### config.mk
export PLATFORM = sky130hd
export DESIGN_NAME = power_budget_capability_regs
export DESIGN_NICKNAME = d
export VERILOG_FILES = /design/src/include/budget_pkg.sv /design/src/logic/budget_value_bank.sv /design/src/logic/power_budget_capability_regs.sv
export SDC_FILE = /design/constraint.sdc
export NUM_CORES = 1
export LEC_CHECK = 0
export ABC_AREA = 1
export BUFFER_PORTS_ARGS = -buffer_cell sky130_fd_sc_hd__buf_2
export CORE_MARGIN = 8
export CORE_UTILIZATION = 60
export DETAILED_ROUTE_END_ITERATION = 16
export GPL_TIMING_DRIVEN = 0
export PLACE_DENSITY = 0.9
export SETUP_SLACK_MARGIN = 0.2
export SLEW_MARGIN = 25
export SYNTH_ARGS = -nofsm -noshare
export SYNTH_HDL_FRONTEND = slang
export SYNTH_HIERARCHICAL = 1
export SYNTH_SLANG_ARGS = --single-unit
export TNS_END_PERCENT = 10
### constraint.sdc
create_clock -name clk_sys_in -period 6.59 [get_ports clk_sys_in]
set_clock_uncertainty 0.15 [all_clocks]
set_input_delay 0.659 -clock clk_sys_in [delete_from_list [all_inputs] [get_ports clk_sys_in]]
set_output_delay 0.659 -clock clk_sys_in [all_outputs]
set_load 0.05 [all_outputs]
### src/include/budget_pkg.sv
// Package with offsets, field layouts, reset values and carrier types of the budget registers.
`default_nettype none
package budget_pkg;

  // ==========================================================================
  // Register byte offsets (low twelve address bits).
  localparam logic [11:0] OFFSET_HEADER      = 12'h280;
  localparam logic [11:0] OFFSET_SELECT      = 12'h284;
  localparam logic [11:0] OFFSET_READBACK    = 12'h288;
  localparam logic [11:0] OFFSET_FLAGS       = 12'h28C;
  localparam logic [11:0] OFFSET_SYS_CONTROL = 12'h290;
  localparam logic [11:0] OFFSET_VALUE_BASE  = 12'h300;

  // ==========================================================================
  // Entry bank geometry.
  localparam int          VALUE_COUNT      = 10;
  localparam logic [7:0]  VALUE_LAST_INDEX = 8'h09;
  localparam logic [9:0]  VALUE_WORDS      = 10'h00A;

  // ==========================================================================
  // Field positions and widths.
  localparam int SELECT_WIDTH   = 8;
  localparam int FLAG_SA_BIT    = 0;
  localparam int UNLOCK_BIT     = 0;
  localparam int HTRANS_ACTIVE  = 1;

  // ==========================================================================
  // Reset values and identifying contents.
  localparam logic [31:0] HEADER_RESET      = 32'h0000_0000;
  localparam logic [7:0]  SELECT_RESET      = 8'h00;
  localparam logic        FLAG_RESET        = 1'b0;
  localparam logic        UNLOCK_RESET      = 1'b0;
  localparam logic [31:0] VALUE_RESET       = 32'h0000_0000;
  localparam logic [31:0] READ_ZERO         = 32'h0000_0000;
  localparam logic [15:0] CAP_ID_POWER      = 16'h0004;
  localparam logic [3:0]  CAP_VERSION_ONE   = 4'h1;
  localparam logic [1:0]  HRESP_OKAY        = 2'h0;

  // ==========================================================================
  // Carrier types.
  typedef struct packed {
    logic [11:0] next_capability_link;
    logic [3:0]  capability_version_field;
    logic [15:0] capability_identifier;
  } header_type;

  typedef struct packed {
    logic        en;
    logic        lock_bypass;
    logic [11:0] offset;
    logic [31:0] data;
  } reg_write_type;

  typedef struct packed {
    logic        en;
    logic [3:0]  index;
    logic [31:0] data;
  } value_write_type;

endpackage : budget_pkg
`default_nettype wire

### src/logic/budget_value_bank.sv
// Ten sticky power data value words with the indexed read-back selector.
`default_nettype none
module budget_value_bank
  import budget_pkg::*;
(
  input  wire logic                    clk_sys_in,
  input  wire logic                    resetn_in,
  input  wire value_write_type         write_in,
  input  wire logic [SELECT_WIDTH-1:0] select_in,
  output logic      [31:0]             readback_out
);

  logic [31:0] value_q [VALUE_COUNT];

  // ==========================================================================
  // Storage.
  // Only the fundamental reset clears the words; a hot reset leaves them.
  // The cleared value is a choice, software must not rely on it.
  genvar g;
  generate
    for (g = 0; g < VALUE_COUNT; g++)
    begin : g_entry
      wire logic hit = write_in.en && (write_in.index == 4'(g));
      always_ff @(posedge clk_sys_in)
      begin
        if (!resetn_in)
          value_q[g] <= VALUE_RESET;
        else if (hit)
          value_q[g] <= write_in.data;
      end
    end
  endgenerate

  // ==========================================================================
  // Read-back selection.
  wire logic in_range = (select_in <= VALUE_LAST_INDEX);
  assign readback_out = in_range ? value_q[select_in[3:0]] : READ_ZERO;

endmodule : budget_value_bank
`default_nettype wire

### src/logic/power_budget_capability_regs.sv
// Power budgeting capability register bank behind an AHB-Lite slave port.
//
// What this block does
// - The low sixteen header bits hold the capability identifier, where 0x4 names power budgeting.
// - Header bits 19:16 hold the capability version, where 0x1 means version one.
// - Header fields clear at reset and can be loaded from serial configuration memory at start.
// - An eight-bit read-write entry select, cleared at reset, picks the word shown in read-back.
// - A select value above nine makes the read-back return zero.
// - The read-only read-back returns the chosen data value word, and zero beyond nine.
// - Flag bit zero is a sticky lock-writable system allocated bit, cleared at reset.
// - The ten data value words are 32-bit sticky storage holding budget data.
// - Lock-writable fields take bus writes only while the unlock bit of system control is set.
`default_nettype none
module power_budget_capability_regs
  import budget_pkg::*;
(
  input  wire logic        clk_sys_in,
  input  wire logic        resetn_in,
  input  wire logic        hot_reset_in,
  input  wire logic        hsel_in,
  input  wire logic [31:0] haddr_in,
  input  wire logic [1:0]  htrans_in,
  input  wire logic        hwrite_in,
  input  wire logic [2:0]  hsize_in,
  input  wire logic [31:0] hwdata_in,
  input  wire logic        hready_in,
  input  wire logic        serial_load_valid_in,
  input  wire logic [11:0] serial_load_offset_in,
  input  wire logic [31:0] serial_load_data_in,
  output logic      [31:0] hrdata_out,
  output logic             hreadyout_out,
  output logic      [1:0]  hresp_out,
  output logic             system_allocated_out,
  output logic             capability_present_out
);

  // ==========================================================================
  // Register state.
  header_type              header_q;
  logic [SELECT_WIDTH-1:0] select_q;
  logic                    allocated_q;
  logic                    unlock_q;
  logic                    wr_pend_q;
  logic [11:0]             wr_offset_q;
  logic [31:0]             hrdata_q;
  logic                    present_q;
  logic [31:0]             readback;

  // ==========================================================================
  // Address phase decode.
  // Every transfer completes with no wait state, so hready stays high.
  // The size is not checked: only whole-word single transfers are expected.
  wire logic [2:0]  unused_size = hsize_in;
  wire logic        addr_phase  = hsel_in && htrans_in[HTRANS_ACTIVE] && hready_in;
  wire logic        rd_take     = addr_phase && !hwrite_in;
  wire logic        wr_take     = addr_phase && hwrite_in;
  wire logic [11:0] rd_offset   = haddr_in[11:0];

  // ==========================================================================
  // Write source selection.
  // A serial load wins over a bus write in the same cycle; it only happens
  // during initialisation, when software should not be writing anyway.
  wire reg_write_type bus_write  = '{en: wr_pend_q, lock_bypass: 1'b0,
                                     offset: wr_offset_q, data: hwdata_in};
  wire reg_write_type load_write = '{en: serial_load_valid_in, lock_bypass: 1'b1,
                                     offset: serial_load_offset_in,
                                     data: serial_load_data_in};
  wire reg_write_type wr = serial_load_valid_in ? load_write : bus_write;

  // Lock-writable targets need the unlock bit, except for the serial load.
  wire logic        wr_unlocked = wr.lock_bypass || unlock_q;
  wire logic [11:0] wr_rel      = wr.offset - OFFSET_VALUE_BASE;
  wire logic        wr_value_hit = (wr.offset >= OFFSET_VALUE_BASE) &&
                                   (wr_rel[11:2] < VALUE_WORDS) &&
                                   (wr_rel[1:0] == 2'h0);

  wire logic wr_header = wr.en && wr_unlocked && (wr.offset == OFFSET_HEADER);
  wire logic wr_select = wr.en && (wr.offset == OFFSET_SELECT);
  wire logic wr_flags  = wr.en && wr_unlocked && (wr.offset == OFFSET_FLAGS);
  wire logic wr_system_control_reg = wr.en && (wr.offset == OFFSET_SYS_CONTROL);
  wire logic wr_value  = wr.en && wr_unlocked && wr_value_hit;

  wire value_write_type value_write = '{en: wr_value, index: wr_rel[5:2], data: wr.data};

  // ==========================================================================
  // Read mux, sampled at the address phase edge.
  wire logic [11:0] rd_rel      = rd_offset - OFFSET_VALUE_BASE;
  wire logic        rd_value_hit = (rd_offset >= OFFSET_VALUE_BASE) &&
                                   (rd_rel[11:2] < VALUE_WORDS) &&
                                   (rd_rel[1:0] == 2'h0);
  wire logic [31:0] rd_flags  = {31'h0000_0000, allocated_q};
  wire logic [31:0] rd_system_control_reg = {31'h0000_0000, unlock_q};
  wire logic [31:0] rd_select = {24'h00_0000, select_q};
  logic [31:0] rd_value;

  // Data value words read back only through the selector; direct reads of the
  // word window return zero, which keeps a single read path into the bank.
  assign rd_value = READ_ZERO;

  wire logic [31:0] rd_data =
    (rd_offset == OFFSET_HEADER)      ? header_q  :
    (rd_offset == OFFSET_SELECT)      ? rd_select :
    (rd_offset == OFFSET_READBACK)    ? readback  :
    (rd_offset == OFFSET_FLAGS)       ? rd_flags  :
    (rd_offset == OFFSET_SYS_CONTROL) ? rd_system_control_reg :
    rd_value_hit                      ? rd_value  :
    READ_ZERO;

  wire logic present_d = (header_q.capability_identifier == CAP_ID_POWER) &&
                         (header_q.capability_version_field == CAP_VERSION_ONE);

  // ==========================================================================
  // Bus slave pipeline.
  always_ff @(posedge clk_sys_in)
  begin
    if (!resetn_in)
    begin
      wr_pend_q   <= 1'b0;
      wr_offset_q <= 12'h000;
      hrdata_q    <= READ_ZERO;
    end
    else
    begin
      wr_pend_q <= wr_take;
      if (wr_take)
        wr_offset_q <= rd_offset;
      if (rd_take)
        hrdata_q <= rd_data;
    end
  end

  // ==========================================================================
  // Non-sticky registers: cleared by fundamental and hot reset.
  always_ff @(posedge clk_sys_in)
  begin
    if (!resetn_in || hot_reset_in)
    begin
      header_q <= HEADER_RESET;
      select_q <= SELECT_RESET;
      unlock_q <= UNLOCK_RESET;
    end
    else
    begin
      if (wr_header)
        header_q <= wr.data;
      if (wr_select)
        select_q <= wr.data[SELECT_WIDTH-1:0];
      if (wr_system_control_reg)
        unlock_q <= wr.data[UNLOCK_BIT];
    end
  end

  // ==========================================================================
  // Sticky flag: only the fundamental reset clears it.
  always_ff @(posedge clk_sys_in)
  begin
    if (!resetn_in)
    begin
      allocated_q <= FLAG_RESET;
      present_q   <= 1'b0;
    end
    else
    begin
      if (wr_flags)
        allocated_q <= wr.data[FLAG_SA_BIT];
      present_q <= present_d;
    end
  end

  // ==========================================================================
  // Data value bank.
  budget_value_bank u_bank (
    .clk_sys_in   (clk_sys_in),
    .resetn_in    (resetn_in),
    .write_in     (value_write),
    .select_in    (select_q),
    .readback_out (readback)
  );

  // ==========================================================================
  // Outputs.
  assign hrdata_out             = hrdata_q;
  assign hreadyout_out          = 1'b1;
  assign hresp_out              = HRESP_OKAY;
  assign system_allocated_out   = allocated_q;
  assign capability_present_out = present_q;

endmodule : power_budget_capability_regs
`default_nettype wire

Word level (Yosys, flattened, before mapping)
Memory sizes are Yosys's and may differ from the RTL's. A register that Yosys moved wholly into a read port is not among the register bits.
Cells that the tools add are included.

operators by class
  magnitude comparators = 3
  bitwise operators = 10
  add/sub/neg operators = 1
  reductions and logical operators = 29
  muxes and demuxes = 50
  equality and inequality tests = 20

operators with widths
  cell                    count
  $mux 32                 14
  $eq 12x10->1 const B    9
  $mux 46                 1
  $mux 1                  33
  $logic_and 1x1->1       23
  $eq 16x3->1 const B     1
  $eq 4x3->1 const B      4
  $ge 12x10->1 const B    1
  $sub 12x10->12 const B  1
  $lt 10x4->1 const B     1
  $or 1x1->1              10
  $eq 4x1->1 const B      2
  $eq 4x2->1 const B      2
  $eq 4x4->1 const B      2
  $le 8x4->1 const B      1
  $mux 4                  2
  $logic_not 4->1         1
  $logic_not 1->1         2
  $logic_not 2->1         1
  $logic_or 1x1->1        2

word-level totals
  bits in writable memories = 320
  input port bits = 120
  memories = 1
  register bits = 88

memories
  name            words  bits a word  rd ports  clocked after memory_dff  wr ports  line                     source
  u_bank.value_q  10     32           1         1                         10        budget_value_bank.sv:13  logic [31:0] value_q [VALUE_COUNT];

Logic depth before layout (Yosys ltp)
Gate-level depths: netlist of run 1.

  depth after elaboration = 11
  depth in mapped cells = 17
  depth with buffers taken out = 14

Cells and area by module
Netlist of run 1, hierarchy kept.

modules (own cells, without submodules)
  module                        area each (um^2)  cells each  instances
  budget_value_bank             14405.1           1492        1
  power_budget_capability_regs  4953.5            791         1

Worst setup path after synthesis of run 1
Ideal clock, no wire load.

  path type = in2reg
  from = input port serial_load_valid_in
  to = memory u_bank.value_q[0][0] (enable)
  stages = 10
  data arrival time = 4.200 ns
  setup slack = 1.774 ns
  setup time = 0.466 ns
  data required time = 5.974 ns
  path through = buf_6 > inv_6 > buf_6 > buf_2 > o21ai_0 > nor2_1 > nand4_1 > nor3_1 > nand3_1 > o21ai_0

RTL lines
  what         line                                source
  from (decl)  power_budget_capability_regs.sv:27  input wire logic serial_load_valid_in,
  to (decl)    budget_value_bank.sv:13

==> impl_results.md, run 1 <==
- Area growth syn-to-layout: 14.4%
- Worst reg2reg setup slack: around 3.3 ns
- Clock Latency Late Sink: between 0.5 and 0.6 ns
- I/O Pins: 157
- Max cap viols: 0
- Port bufs: 128
- First-pass GRT wire length: around 92000 um
- Reg2Reg Launch Point: wr_offset_q[0]$_SDFFE_PN0P_
- First-pass iteration count of the detailed router: 7
- Pwr Density: approximately 250 nW/um2
- Critical path startpoint category: input pin
- Worst VDD drop: 0.163 mV
- R2R depth: 10
- Yosys reg bits: just over 400
- Initial antenna violation count: 0
- RR Endpoint: u_bank/value_q[1][21]$_SDFFCE_PN0P_
- CTS Buffer Depth: 3
- Power Internal: ~4.3 mW
- Period utilisation layout: 0.556
- Rows: 65
- Slew Viols, Final: 0
- Vias in the first global route: 17.2k
- Hold Path Origin: haddr_in[9]
- Routability cong.: just over 0.9
- Mapped Area: between 15000 and 20000 um2
- Die H: 196 um
- Worst Path Max Fanout: 10
- Gate power share: 0.065
- Avg Vias per Cell: just over 6
- Hold endpoint: wr_offset_q[9]$_SDFFE_PN0P_
- RSZ-0062 raised after global routing: false
- Antenna Violating Nets Remaining: 0
- Overflow after GRT: 0
- Worst setup path class: input pin to register
- Clk pwr share: 0.417
- Via Count: about 18k
- Final std cells w/o fill: 2897
- Syn Inst Count: around 2.3k
- Max incr delay on CP: between 0.4 and 0.5 ns
- Clock tree sinks: 408
- Status: completed
- Required @ worst endpoint: 6.81 ns
- Placed Cells: 2822
- Synth warn: 6
- Final Hold Viols: 0
- WP data arrival: around 3.9 ns
- NetSw: between 1 and 1.5 mW
- Die Area: roughly 38000 um2
- Starting Density: 0.612
- Rel. slew slack: 0.379
- Post-synth EDFFs: between 300 and 400
- HPWL Detailed: about 43000 um
- Drt drc: 0
- Hold Path Class: input pin to register
- Hold depth: 3
- CP endpoint kind: register
- CTS tree: built
- Core ar.: roughly 32000 um2
- Most frequent cells in the layout: nand2_1 (537), nor2_1 (503), edfxtp_1 (320)
- Avg WL per Cell: 20.6 um
- Primary FF master, synth: edfxtp_1
- Crit path cell chain: buf_6, inv_6, buf_6, buf_2, o21ai_0, nor2_1, nand4_1, nor3_1, nand3_1, inv_1, nand3_1, clkbuf_1, nor2_1
- Share of layout cells above drive strength 1: 0.134
- Die width: slightly below 200 um
- Avg Inst Size Synth: approximately 8.5 um2
- Root buffer selected by CTS: clkbuf_16
- Slowest CP cell: nor3_1
- Iteration-0 DRC Markers: roughly 2.9k
- Worst Max-Slew Pin Slew: between 0.9 and 1 ns
- Net Sw Frac: 0.226
- Tmin final: 3.67 ns
- Post-CTS setup buffer count: 0
- Post-CTS sizing: 0
- Gr usage total: 0.306
- Synth unique cells: 32
- Hold Buf Count CTS: 0
- Final wirelength: about 60000 um
- Largest net degree at the start of global routing: 33
- Design Power: about 5.5 mW
- TritonCTS Buffers: 41
- F_max: around 270 MHz
- CTS clk-pin slew, worst paths: approximately 0.06 ns
- Final setup viols: 0
- Register area share after synthesis: 0.587
- Share of synthesized registers carrying an async set or reset: 0
- Pleak: between 9 and 10 nW
- Final Util: 0.700
- H-tree levels: 2
- # nets final: about 2.6k
- Reg power frac: 0.518
- Most common cell after layout, fill and taps aside: nand2_1
## power groups by stage
stage | combinational, mW | sequential, mW | clock, mW
3_3_place_gp | 0.318 | 2.93 | 0
6_report | 0.361 | 2.87 | 2.31
2_1_floorplan | 0.183 | 2.94 | 0
3_5_place_dp | 0.350 | 2.92 | 0
5_1_grt | 0.386 | 2.87 | 2.43
4_1_cts | 0.352 | 2.87 | 2.32
## metal layers
| metal | global-route usage | up-vias | share of wire |
|---|---|---|---|
| li1 | - | 7761 | - |
| met1 | 0.385 | 8157 | 0.34 |
| met2 | 0.495 | 1389 | 0.47 |
| met3 | 0.0555 | 290 | 0.13 |
| met4 | 0.176 | 0 | 0.062 |
| met5 | 0 | - | 0 |
## how the worst max path moves through the flow
stage                               from                                   to  slack (ns)  cells past startpoint
CTS                 serial_load_valid_in  u_bank/value_q[1][21]$_SDFFCE_PN0P_        3.02                     13
finish              serial_load_valid_in  u_bank/value_q[1][21]$_SDFFCE_PN0P_        2.92                     13
global placement    serial_load_valid_in   u_bank/value_q[6][8]$_SDFFCE_PN0P_       -0.37                     10
global route        serial_load_valid_in  u_bank/value_q[1][21]$_SDFFCE_PN0P_        2.74                     13
floorplan           serial_load_valid_in   u_bank/value_q[0][0]$_SDFFCE_PN0P_        1.77                     10
detailed placement  serial_load_valid_in  u_bank/value_q[1][25]$_SDFFCE_PN0P_        2.50                     13
## synth_stat cells, types with 2 or more instances
cell      instances  area share
buf_1            17      0.0033
nor2_2           30      0.0097
inv_6             2     0.00091
buf_4             4      0.0016
nor2_1          503       0.098
nand2_1         539        0.10
nor4_1            2     0.00065
nand3_1         308       0.080
buf_6             6      0.0035
buf_2            43       0.011
inv_2             4     0.00078
edfxtp_1        320        0.50
inv_1           134       0.026
or2_2            27      0.0087
clkbuf_1         70       0.014
clkinv_1         33      0.0064
nor3_1            4      0.0010
nand3b_1          2     0.00078
o211ai_1          9      0.0035
nand2_4           4      0.0023
nand4_1           7      0.0023
dfxtp_1          88       0.091
o21ai_0          62       0.016
nand2_2           2     0.00065
a21oi_1          53       0.014
nor2_4            2      0.0012
conb_1            2     0.00039
o21ai_2           2     0.00091
## worst max-delay path: cells and delay by family
family | cells | cell delay, ns
AND/OR/NAND/NOR | 6 | 1.72
AO/OA/AOI/OAI | 1 | 0.16
buffers and inverters | 6 | 1.33
## kinds of logic (layout without fill, tap and decap cells)
kind of cell    after synthesis  after routing  share of synthesized area
buf+inv                     314            524                     0.0679
compound gates              127            127                     0.0344
other cells                   2              4                   0.000388
flops                       408            408                      0.587
simple gates               1432           1432                      0.310
## per-stage QoR
step / TNS (ns) / setup slack [ns] / hold WS (ns) / area (um2)
floorplan: 0 / 1.77 / 0.290 / 19400
global route: 0 / 2.74 / 0.246 / 22100
global placement: -41.41 / -0.375 / 0.297 / 20500
finish: 0 / 2.92 / 0.215 / 22100
CTS: 0 / 3.02 / 0.214 / 22100
detailed placement: 0 / 2.50 / 0.309 / 20800
## area by class of cell
| type | count | area (um2) |
|---|---|---|
| Clock inverter | 21 | 228 |
| Inverter | 173 | 659 |
| Sequential cell | 408 | 11400 |
| Multi-Input combinational cell | 1562 | 6770 |
| Tap cell | 402 | 503 |
| Buffer | 141 | 654 |
| Clock buffer | 52 | 1080 |
| Timing Repair Buffer | 137 | 872 |
| Antenna cell | 1 | 2.50 |
| Fill cell | 2226 | 9500 |
## flip-flops by register name, summed over array words and instances (netlist names)
register / cells
u_bank/value_q: 320
header_q: 32
hrdata_out: 32
wr_offset_q: 12
select_q: 8
capability_present_out: 1
system_allocated_out: 1
unlock_q: 1
wr_pend_q: 1
Power figures use the tool's default switching activity.
==> run 2, diff against run 1 <==
Clock period 6.59 ns to 3.46 ns, I/O delays scaled along.
==> run 2 against run 1 <==
Against the previous run:
- cell area increased by 0.86%
- cell count increased by 0.48%
- combinational power increased by 95%
- hold slack got worse by 0.19 ns
- sequential power increased by 90%
- clock-buffer cell count increased by 3
- largest cell class unchanged
- via count increased by 0.42%
- global-route usage increased by 0.67 points
- setup slack got worse by 2.4 ns
==> impl_results.md, run 2 (synthesis gave the netlist of run 1 again) <==
- Status: completed
- Period utilisation layout: 0.847
- Reg power frac: 0.509
- Worst setup path class: input pin to register
- Via Count: between 15k and 20k
- Largest net degree at the start of global routing: 33
- Vias in the first global route: ~18k
- Final Util: 0.706
- Core ar.: around 32000 um2
- Gate power share: 0.066
- Starting Density: 0.612
- CTS Buffer Depth: 3
- Die Area: between 30000 and 40000 um2
- HPWL Detailed: ~43000 um
- Slew Viols, Final: 0
- Clk pwr share: 0.425
- Required @ worst endpoint: between 3 and 4 ns
- Slowest CP cell: clkbuf_1
- Worst Path Buf+Inv: 6
- Net Sw Frac: 0.228
- Gr usage total: 0.313
- Rel. slew slack: 0.360
- CTS tree: built
- Power Internal: 8.29 mW
- Port bufs: roughly 130
- Root buffer selected by CTS: clkbuf_16
- CP endpoint kind: register
- TritonCTS Buffers: between 40 and 50
- Max cap viols: 0
- Final std cells w/o fill: between 2k and 3k
- Final Hold Viols: 0
- Die width: 196 um
- Setup TNS: 0 ns
- M2 GR Usage: 0.509
- Worst Path Max Fanout: 10
- NetSw: ~2.4 mW
- Clock tree sinks: about 400
- Grt met1 use: 0.386
- Met3 GRT Util: 0.0646
- Crit path cell chain: buf_6, inv_6, buf_6, buf_2, o21ai_0, nor2_1, nand4_1, nor3_2, nand3_2, inv_1, nand4_1, clkbuf_1, nor2_1
- CP Launch Point: serial_load_valid_in
- Top reg by flops: u_bank/value_q
- Rows: 65
- Worst Max-Slew Pin Slew: approximately 0.95 ns
- RSZ-0062 raised after global routing: false
- Max incr delay on CP: around 0.4 ns
- Final wirelength: 61300 um
- Placed Cells: between 2k and 3k
- Tmin final: about 3 ns
- H-tree levels: 2
- Most frequent cells in the layout: nand2_1 (537), nor2_1 (503), edfxtp_1 (320)
- Hold Path Origin: haddr_in[2]
- Hold Path Class: input pin to register
- Critical path startpoint category: input pin
- Die H: between 150 and 200 um
- CTS clk-pin slew, worst paths: roughly 0.06 ns
- Final setup viols: 0
- Post-CTS setup buffer count: 0
- Avg WL per Cell: approximately 21 um
- Reg2Reg Launch Point: wr_offset_q[0]$_SDFFE_PN0P_
- F_max: ~340 MHz
- Max FFs per register: 320
- Design Power: roughly 11 mW
- Avg Vias per Cell: roughly 6.1
- Most common cell after layout, fill and taps aside: nand2_1
- Worst path top cell family by delay: simple AND/OR/NAND/NOR gates
- First-pass GRT wire length: roughly 93000 um
- First-pass iteration count of the detailed router: 6
- # nets final: roughly 2.6k
- Clock Latency Late Sink: between 0.5 and 0.6 ns
- Pleak: ~9.5 nW
- Initial antenna violation count: 0
- GRT busiest layer: met2
- I/O Pins: 157
- WP data arrival: between 3 and 4 ns
- Drt drc: 0
- Iteration-0 DRC Markers: about 2.8k
- Worst VDD drop: about 0.35 mV
- Area growth syn-to-layout: 15.4%
- Share of layout cells above drive strength 1: 0.135
- Routability cong.: ~0.94
- Pwr Density: approximately 480 nW/um2
- Overflow after GRT: 0
- Antenna Violating Nets Remaining: 0
-- run 2: cell count changes in the layout (fill, tap and decap cells not counted), sizes merged --
cell and change:
clkbuf +3, clkinvlp -4, bufinv -1, dlygate4sd3 +11
clkinv +5
-- run 2: per-layer routing --
layer | vias to the layer above | wire length, um
met5 | - | 0
met4 | 0 | 3720
met3 | 329 | 7770
met2 | 1412 | 28800
met1 | 8142 | 20900
li1 | 7788 | -
-- run 2: through the flow --
step	setup slack, ns	hold slack, ns	instance area (um2)
global route	0.354	0.0297	22300
CTS	0.266	0.00942	22300
finish	0.529	0.0223	22300
global placement	-1.78	0.298	20500
detailed placement	-0.245	0.307	20800
floorplan	-0.204	0.290	19400
-- run 2: power groups by stage --
| stage | sequential [mW] | clock (mW) | combinational (mW) |
|---|---|---|---|
| finish | 5.46 | 4.57 | 0.703 |
| global route | 5.47 | 4.76 | 0.751 |
| CTS | 5.46 | 4.56 | 0.685 |
| detailed placement | 5.56 | 0 | 0.668 |
| global placement | 5.57 | 0 | 0.607 |
| floorplan | 5.60 | 0 | 0.350 |
-- run 2: worst min-delay path: stages --
cell     delay (ns)
buf_2          0.13
inv_1          0.11
a21oi_1        0.07
-- run 2: cell type report --
cell class,count,area (um2)
sequential,408,11400
fill,2149,9310
multi-input combinational,1562,6780
clock buffer,55,1170
timing repair buffer,148,986
inverter,173,659
buffer,141,656
tap,402,503
clock inverter,21,196
antenna,1,2.50
-- run 2: what timing repair did --
| item | CTS | global route |
|---|---|---|
| hold endpoints to repair | 11 | 0 |
| hold buffers | 11 | 0 |
| endpoints found under the setup margin | 0 | 201 |
| resized for setup | 0 | 2 |
-- run 2: path summary, 6_finish.rpt --
kind / slack [ns] / cells after the start / to
max reg2reg: 0.54 / 10 / u_bank/value_q[2][29]$_SDFFCE_PN0P_
max: 0.53 / 13 / u_bank/value_q[2][29]$_SDFFCE_PN0P_
min: 0.02 / 3 / wr_offset_q[2]$_SDFFE_PN0P_
min reg2reg: 0.33 / 2 / hrdata_out[0]$_SDFFE_PN0P_
